--- src/rtl/tmr_osc_pkg.sv ---
// shared constants, register map and carrier types for the timer oscillator
package tmr_osc_pkg;
    // register byte offsets
    localparam logic [3:0] OFF_CTRL   = 4'h0;
    localparam logic [3:0] OFF_IRQEN  = 4'h4;
    localparam logic [3:0] OFF_STATUS = 4'h8;
    localparam logic [3:0] OFF_COUNT  = 4'hC;
    // timer_control_reg fields
    localparam int CTRL_ON      = 0;
    localparam int CTRL_OSCEN   = 1;
    localparam int CTRL_SYNCDIS = 2;
    localparam int CTRL_EXTCLK  = 3;
    localparam int CTRL_SYSLP   = 4;
    localparam int CTRL_SLEEP   = 5;
    localparam int CTRL_W       = 6;
    localparam logic [5:0] CTRL_RST = 6'h00;
    // irq enable fields
    localparam int IEN_OVF = 0;
    localparam int IEN_PER = 1;
    localparam int IEN_GLB = 2;
    localparam logic [2:0] IEN_RST = 3'h0;
    // status fields
    localparam int ST_OVF = 0;
    localparam logic [15:0] ISR_VECTOR = 16'h0004;
    localparam logic [15:0] CNT_RST    = 16'h0000;
    localparam logic [15:0] CNT_MAX    = 16'hFFFF;
    // crystal rate and system clock rate
    localparam int XTAL_HZ  = 32768;
    localparam int CLK_HZ   = 100000000;

    typedef struct packed {
        logic pinHi;
        logic pinLo;
    } pair_s;

    typedef struct packed {
        logic       wake;
        logic       vector;
        logic [15:0] target;
    } wake_s;
endpackage : tmr_osc_pkg

--- src/rtl/edge_sync3.sv ---
// three-stage synchroniser with agreed edge detection
module edge_sync3
    import tmr_osc_pkg::*;
(
    // clocking
    input  wire logic clock,
    input  wire logic sys_rst,
    input  wire logic clkEn,
    // async input and result
    input  wire logic asyncIn,
    output logic      level,
    output logic      rise
);
    logic [2:0] stage_ff;
    logic [2:0] nxt_stage;
    logic       lvl_ff;
    logic       nxt_lvl;

    // shift and accept a change once stages two and three agree
    always_comb begin
        nxt_stage = {stage_ff[1:0], asyncIn};
        nxt_lvl   = lvl_ff;
        if (stage_ff[1] == stage_ff[2]) begin
            nxt_lvl = stage_ff[2];
        end
    end

    always_ff @(posedge clock) begin
        if (sys_rst) begin
            stage_ff <= 3'h0;
            lvl_ff   <= 1'b0;
        end else if (clkEn) begin
            stage_ff <= nxt_stage;
            lvl_ff   <= nxt_lvl;
        end
    end

    assign level = lvl_ff;
    assign rise  = nxt_lvl & ~lvl_ff & clkEn;
endmodule : edge_sync3

--- src/rtl/tmr_osc_sleep.sv ---
module tmr_osc_sleep
    import tmr_osc_pkg::*;
(
    // clock and reset
    input  wire logic        clock,
    input  wire logic        sys_rst,
    input  wire logic        clkEn,
    // wishbone slave
    input  wire logic        wb_cyc_i,
    input  wire logic        wb_stb_i,
    input  wire logic        wb_we_i,
    input  wire logic [3:0]  wb_adr_i,
    input  wire logic [3:0]  wb_sel_i,
    input  wire logic [31:0] wb_dat_i,
    output logic [31:0]      wb_dat_o,
    output logic             wb_ack_o,
    // oscillator pins and crystal clock
    input  wire logic        oscInputPin,
    output logic             oscAmpEnable,
    // shared port pins
    input  wire logic [1:0]  sharedPinIn,
    input  wire logic [1:0]  portDirIn,
    output logic [1:0]       portDirOut,
    output logic [1:0]       sharedPinRead,
    // core sleep and wake
    input  wire logic        sleepMode,
    input  wire logic [15:0] sleepNextPc,
    output logic             sysClkRun,
    output logic             wakeReq,
    output logic             vectorTake,
    output logic [15:0]      resumeAddr,
    output logic             irq
);
    localparam int CNT_W = 16;

    // registers
    logic [CTRL_W-1:0] ctrl_ff,  nxt_ctrl;
    logic [2:0]        ien_ff,   nxt_ien;
    logic              ovf_ff,   nxt_ovf;
    logic              mask_ff,  nxt_mask;
    logic [CNT_W-1:0]  cnt_ff,   nxt_cnt;
    logic [31:0]       rdat_ff,  nxt_rdat;
    logic              ack_ff,   nxt_ack;
    logic              osc_ff,   nxt_osc;
    logic [1:0]        dir_ff,   nxt_dir;
    logic [1:0]        pinr_ff,  nxt_pinr;
    logic              run_ff,   nxt_run;
    logic              irq_ff,   nxt_irq;
    logic              wake_ff,  nxt_wake;
    logic              vec_ff,   nxt_vec;
    logic [15:0]       raddr_ff, nxt_raddr;
    logic              prev_ff,  nxt_prev;

    // synchronised crystal clock
    logic xtalLevel;
    logic xtalRise;
    logic busReq;
    logic wrStrobe;
    logic srcOk;
    logic tick;
    logic overflow;
    logic reqEnabled;

    edge_sync3 u_xtal_sync (
        .clock   (clock),
        .sys_rst (sys_rst),
        .clkEn   (clkEn),
        .asyncIn (oscInputPin),
        .level   (xtalLevel),
        .rise    (xtalRise)
    );

    // bus strobes, one-cycle answer
    assign busReq   = wb_cyc_i & wb_stb_i & ~ack_ff;
    assign wrStrobe = busReq & wb_we_i & wb_sel_i[0];

    // clock source legality and counting tick
    always_comb begin
        srcOk = ctrl_ff[CTRL_SYSLP] & ctrl_ff[CTRL_OSCEN];
        tick  = 1'b0;
        if (ctrl_ff[CTRL_ON] & ctrl_ff[CTRL_EXTCLK] & srcOk) begin
            // async mode keeps counting crystal edges while sleepMode is high
            if (ctrl_ff[CTRL_SYNCDIS]) begin
                tick = xtalRise;
            end else if (!sleepMode) begin
                tick = xtalRise;
            end
        end
        overflow   = tick & (cnt_ff == CNT_MAX);
        reqEnabled = ien_ff[IEN_OVF] & ien_ff[IEN_PER];
    end

    // register writes, counter and overflow flag
    always_comb begin
        nxt_ctrl = ctrl_ff;
        nxt_ien  = ien_ff;
        nxt_mask = mask_ff;
        nxt_cnt  = tick ? cnt_ff + 16'h0001 : cnt_ff;
        nxt_ovf  = ovf_ff;
        if (wrStrobe) begin
            unique case (wb_adr_i)
                OFF_CTRL:   nxt_ctrl = wb_dat_i[CTRL_W-1:0];
                OFF_IRQEN:  begin
                    nxt_ien  = wb_dat_i[2:0];
                    nxt_mask = wb_dat_i[8];
                end
                OFF_STATUS: begin
                    if (wb_dat_i[ST_OVF]) begin
                        nxt_ovf = 1'b0;
                    end
                end
                OFF_COUNT:  nxt_cnt = wb_dat_i[15:0];
                default:    nxt_ctrl = ctrl_ff;
            endcase
        end
        if (overflow) begin
            nxt_ovf = 1'b1;
        end
    end

    // read data and ack
    always_comb begin
        nxt_ack  = busReq;
        nxt_rdat = rdat_ff;
        if (busReq & ~wb_we_i) begin
            unique case (wb_adr_i)
                OFF_CTRL:   nxt_rdat = {26'h0, ctrl_ff};
                OFF_IRQEN:  nxt_rdat = {23'h0, mask_ff, 5'h0, ien_ff};
                OFF_STATUS: nxt_rdat = {31'h0, ovf_ff};
                OFF_COUNT:  nxt_rdat = {16'h0, cnt_ff};
                default:    nxt_rdat = 32'h0000_0000;
            endcase
        end
    end

    // pins, clock run, wake and interrupt
    always_comb begin
        nxt_osc  = ctrl_ff[CTRL_OSCEN];
        nxt_dir  = ctrl_ff[CTRL_OSCEN] ? 2'h3 : portDirIn;
        nxt_pinr = ctrl_ff[CTRL_OSCEN] ? 2'h0 : sharedPinIn;
        nxt_run  = ~sleepMode | (srcOk & ctrl_ff[CTRL_SYSLP]);
        nxt_prev = ovf_ff;
        nxt_wake  = 1'b0;
        nxt_vec   = vec_ff;
        nxt_raddr = raddr_ff;
        if (sleepMode & ovf_ff & ~prev_ff & reqEnabled) begin
            nxt_wake = 1'b1;
            if (ien_ff[IEN_GLB]) begin
                nxt_vec   = 1'b1;
                nxt_raddr = ISR_VECTOR;
            end else begin
                nxt_vec   = 1'b0;
                nxt_raddr = sleepNextPc;
            end
        end
        nxt_irq = ovf_ff & mask_ff;
    end

    always_ff @(posedge clock) begin
        if (sys_rst) begin
            ctrl_ff  <= CTRL_RST;
            ien_ff   <= IEN_RST;
            mask_ff  <= 1'b0;
            ovf_ff   <= 1'b0;
            cnt_ff   <= CNT_RST;
            rdat_ff  <= 32'h0000_0000;
            ack_ff   <= 1'b0;
            osc_ff   <= 1'b0;
            dir_ff   <= 2'h3;
            pinr_ff  <= 2'h0;
            run_ff   <= 1'b1;
            irq_ff   <= 1'b0;
            wake_ff  <= 1'b0;
            vec_ff   <= 1'b0;
            raddr_ff <= 16'h0000;
            prev_ff  <= 1'b0;
        end else if (clkEn) begin
            ctrl_ff  <= nxt_ctrl;
            ien_ff   <= nxt_ien;
            mask_ff  <= nxt_mask;
            ovf_ff   <= nxt_ovf;
            cnt_ff   <= nxt_cnt;
            rdat_ff  <= nxt_rdat;
            ack_ff   <= nxt_ack;
            osc_ff   <= nxt_osc;
            dir_ff   <= nxt_dir;
            pinr_ff  <= nxt_pinr;
            run_ff   <= nxt_run;
            irq_ff   <= nxt_irq;
            wake_ff  <= nxt_wake;
            vec_ff   <= nxt_vec;
            raddr_ff <= nxt_raddr;
            prev_ff  <= nxt_prev;
        end
    end

    assign wb_dat_o      = rdat_ff;
    assign wb_ack_o      = ack_ff;
    assign oscAmpEnable  = osc_ff;
    assign portDirOut    = dir_ff;
    assign sharedPinRead = pinr_ff;
    assign sysClkRun     = run_ff;
    assign wakeReq       = wake_ff;
    assign vectorTake    = vec_ff;
    assign resumeAddr    = raddr_ff;
    assign irq           = irq_ff;
endmodule : tmr_osc_sleep

--- config.mk ---
export PLATFORM = sky130hd
export DESIGN_NAME = tmr_osc_sleep
export DESIGN_NICKNAME = d
export VERILOG_FILES = /design/src/rtl/tmr_osc_pkg.sv /design/src/rtl/edge_sync3.sv /design/src/rtl/tmr_osc_sleep.sv
export SDC_FILE = /design/constraint.sdc
export NUM_CORES = 1
export LEC_CHECK = 0
export BUFFER_PORTS_ARGS = -buffer_cell sky130_fd_sc_hd__buf_4
export CAP_MARGIN = 20
export CORE_AREA = 2 2 85 87
export DETAILED_ROUTE_END_ITERATION = 6
export DIE_AREA = 0 0 87 89
export PLACE_DENSITY = 0.84
export SLEW_MARGIN = 20
export SYNTH_ARGS = -nofsm -noshare
export SYNTH_HDL_FRONTEND = slang
export SYNTH_SLANG_ARGS = --single-unit
--- constraint.sdc ---
create_clock -name clock -period 4.1 [get_ports clock]
set_input_delay 0.82 -clock clock [delete_from_list [all_inputs] [get_ports clock]]
set_output_delay 0.82 -clock clock [all_outputs]
set_load 0.01 [all_outputs]
==> results.md <==
| Quantity | Reported | Unit |
|:---|:---|:---|
| Outcome | finished clean | - |
| Share of synthesized area occupied by flip-flops and latches | 0.409 | - |
| Initial DRC count | 262 | - |
| Setup repair after global routing missed its margin | false | - |
| Power per cell area | 316 | nW/um2 |
| Largest vdd supply drop | 246 | uV |
| Layout area overhead | 21.2 | % |
| Clock transition at the registers of the reported paths | 0.08 | ns |
| Ranking of synthesized cells by area | sky130_fd_sc_hd__dfxtp_1 41%, sky130_fd_sc_hd__a21oi_1 5.9%, sky130_fd_sc_hd__mux2i_1 5.3% | - |
| Destination of the worst register-to-register timing path | cnt_ff[15] | - |
| Logic depth of the worst path, buffers included | 7 | - |
| Clock skew | 0.00990 | ns |
| Overall track demand over capacity in global routing | 0.232 | - |
| Required time at the endpoint of the critical path | 4.31 | ns |
| Core area | 6720 | um2 |
| Clk_lat worst skew | 0.35 | ns |
| Setup crit start kind | primary input | - |
| Gp weighted congestion | 0.833 | - |
| Number of vias per cell after detailed routing | 5.80 | - |
| Classification of the worst-slack hold path | flip-flop to flip-flop | - |
| CP max-delay cell | sky130_fd_sc_hd__or4_4 | - |
| Total power | 1.39 | mW |
| Number of buffers added to fix hold violations after cts | 0 | - |
| Startpoint-to-endpoint class of the critical path | primary input to flip-flop | - |
| Fraction of final layout cells sized beyond drive strength 1 | 0.240 | - |
| Post-DP HPWL | 6310 | um |
| Arrival time of data at the critical path endpoint | 2.84 | ns |
| Number of antenna violations at the first check in global routing | 0 | - |
| Highest clock rate | 380 | MHz |
| Cell-by-cell listing of the critical path | buf_4 -> buf_4 -> nand4b_4 -> or4_4 -> nor3_4 -> mux2i_1 -> nor2_1 | - |
| Post-synthesis instance total | 424 | - |
| Number of different library cells in the post-synthesis netlist | 62 | - |
| Netlist area before placement | 3620 | um2 |
| Number of flops mapped to enable cells by yosys | 0 | - |
| Kind of cell with the highest combined delay on the critical path | simple AND/OR/NAND/NOR gates | - |
| # port buffers | 90 | - |
| Cell with the most instances after synthesis | sky130_fd_sc_hd__dfxtp_1 | - |
| Cell count of the worst hold path | 2 | - |
| Cell accounting for the most synthesized area | sky130_fd_sc_hd__dfxtp_1 | - |
| Hold Path End | resumeAddr[14] | - |
| CP bufs+invs | 2 | - |
| Die W | 87 | um |
| Final #Nets | 563 | - |
| Residual DRC | 0 | - |
| Warnings, synthesis | 0 | - |
| Clock Sink Count | 74 | - |
| # diodes | 0 | - |
| Top_reg_cell synth | sky130_fd_sc_hd__dfxtp_1 | - |
| Maximum capacitance violations | 0 | - |
| Pin count of the biggest net entering global routing | 79 | - |
| Setup total negative slack | 0 | ns |
| Final setup violation count | 0 | - |
| Antenna-violating nets left | 0 | - |
| Most numerous cell on the critical path | sky130_fd_sc_hd__buf_4 | - |
| Hold path startpoint | resumeAddr[14] | - |
| FFs w/ async S/R, synth | 0 | - |
| Type of element capturing the critical path | flip-flop | - |
| Tightest Pin Transition | 0.894 | ns |
| Top cell type's share of synthesized area | 0.409 | - |
| Maximum buffer depth of the clock tree | 2 | - |
| Length of the first detailed-routing pass in iterations | 4 | - |
| Routed Wire Length | 8960 | um |
| Clock buffers created by TritonCTS | 9 | - |
| Average cell area after synthesis | 8.54 | um2 |
| Pins Over Slew Limit | 0 | - |
| Min Hold Slack | 0.451 | ns |
| Leakage power | 1.72 | nW |
| Critical register-to-register path startpoint | u_xtal_sync.level | - |
| Crit Path Max Fanout | 36 | - |
| Y dimension of the die | 89 | um |
| Buffers inserted by post-CTS timing repair | 0 | - |
| Post-placement cell count | 563 | - |
| Grt ovf | 0 | - |
| Max transition margin | 0.404 | - |
| H-tree depth | 3 | - |
| Clock root buffer | sky130_fd_sc_hd__clkbuf_8 | - |
| Delay of the slowest critical-path stage | 0.55 | ns |
| Number of cell instances on the worst register-to-register path | 5 | - |
| Reg-to-reg setup timing slack | 1.84 | ns |
| Routed wire per std cell | 15.5 | um |
| Wire length of the first global-routing pass | 14300 | um |
| Starting Density | 0.539 | - |
| Total via count after detailed routing | 3357 | - |
| CTS tree | yes | - |
| Most numerous cell types in the synthesized netlist | 74 x sky130_fd_sc_hd__dfxtp_1, 43 x sky130_fd_sc_hd__a21oi_1, 40 x sky130_fd_sc_hd__nand2_1, 40 x sky130_fd_sc_hd__nor2_1, 21 x sky130_fd_sc_hd__clkbuf_1 | - |
| Vias in the first global route | 3012 | - |
| Final worst-path cycle share | 0.642 | - |
| CTS-repair resized insts | 0 | - |
| Number of standard-cell rows in the floorplan | 30 | - |
| Post-Layout Cell Count | 579 | - |
| Clock period minus final worst setup slack | 2.63 | ns |
| Die Outline Area | 7740 | um2 |
| Number of storage elements in the synthesis netlist | 74 | - |
| I/O pins | 126 | - |
| Count of endpoints failing hold in the final timing report | 0 | - |
-- worst min-delay path, stage by stage, from the launching register on --
cell                      delay (ns)
sky130_fd_sc_hd__dfxtp_1        0.31
sky130_fd_sc_hd__nand2_1        0.05
sky130_fd_sc_hd__a21oi_1        0.05
-- per-layer routing --
layer  GRT usage  vias to the layer above  wire length (um)
li1            -                     1633                 -
met2       0.380                      131              4320
met5           0                        -                 0
met4      0.0980                        0               161
met3      0.0351                       14               584
met1       0.307                     1579              3900
-- metrics by stage --
stage                     setup WS (ns)  cell area, um2  utilization
after CTS                          1.48            4390        0.654
final                              1.47            4390        0.654
after global routing               1.31            4390        0.654
after detailed placement           1.14            4200        0.625
after global placement             1.20            4200        0.625
after floorplan                    1.81            3680            -
-- layout make-up --
cell class                      instances  area, um2
Clock inverter                          6       65.1
Fill cell                             572       2330
Timing Repair Buffer                   91        683
Sequential cell                        74       1480
Inverter                                4       15.0
Tap cell                               80        100
Clock buffer                           10        128
Multi-Input combinational cell        314       1920
-- logic make-up (layout without fill, tap and decap cells) --
kind of cell	after synthesis	count (layout)	synth area share
DFF	74	74	0.409
buffers and inverters	51	111	0.0767
muxes	21	21	0.0618
adders and majority gates	2	2	0.00656
and+or+nand+nor	182	182	0.280
AOI/OAI and AO/OA	93	93	0.165
other	1	16	0.00104
-- registers in the layout, indices dropped and copies added (netlist names), 2 cells and up --
name and cells:
cnt_ff 16, sharedPinRead 2, resumeAddr 16, ien_ff 3
portDirOut 2, ctrl_ff 6, u_xtal_sync.stage_ff 3, wb_dat_o 16
-- placed cells by master (no fill, tap or decap), types with 2 or more instances in the layout --
master                     instances
sky130_fd_sc_hd__o21bai_1          2
sky130_fd_sc_hd__a22oi_1           2
sky130_fd_sc_hd__and2_1            4
sky130_fd_sc_hd__nand3_1          17
sky130_fd_sc_hd__a211oi_1          5
sky130_fd_sc_hd__o21ai_0           9
sky130_fd_sc_hd__nand4b_1          2
sky130_fd_sc_hd__o22ai_1           6
sky130_fd_sc_hd__a311oi_1          4
sky130_fd_sc_hd__nor3_1            7
sky130_fd_sc_hd__a41o_1            2
sky130_fd_sc_hd__conb_1           16
sky130_fd_sc_hd__clkbuf_8          9
sky130_fd_sc_hd__a21oi_1          43
sky130_fd_sc_hd__a22o_1            3
sky130_fd_sc_hd__nand3b_1         18
sky130_fd_sc_hd__nand2_1          40
sky130_fd_sc_hd__nor2_1           40
sky130_fd_sc_hd__clkinv_2          2
sky130_fd_sc_hd__nor2b_1           6
sky130_fd_sc_hd__mux2i_1          19
sky130_fd_sc_hd__a31o_2            2
sky130_fd_sc_hd__and3_1           12
sky130_fd_sc_hd__nor4_1            4
sky130_fd_sc_hd__and4_1            2
sky130_fd_sc_hd__nand2b_1          9
sky130_fd_sc_hd__nor4b_1           2
sky130_fd_sc_hd__nand4_1           8
sky130_fd_sc_hd__inv_1             4
sky130_fd_sc_hd__buf_4            91
sky130_fd_sc_hd__a21boi_0          2
sky130_fd_sc_hd__dfxtp_1          74
-- worst max-delay path by stage --
stage / startpoint / endpoint / slack (ns)
floorplan: clkEn / ien_ff[2] / 1.81
global placement: clkEn / ctrl_ff[5] / 1.20
detailed placement: clkEn / ien_ff[1] / 1.14
CTS: clkEn / ctrl_ff[2] / 1.48
global route: clkEn / cnt_ff[15] / 1.31
finish: clkEn / ctrl_ff[2] / 1.47
-- power by group --
group	switching, mW	leakage (nW)	internal [mW]
combinational	0.0566	1.03	0.0483
clock	0.275	0.0966	0.282
sequential	0.00299	0.597	0.723
total	0.335	1.72	1.05
Note: power is estimated with default switching activity, not from simulation.
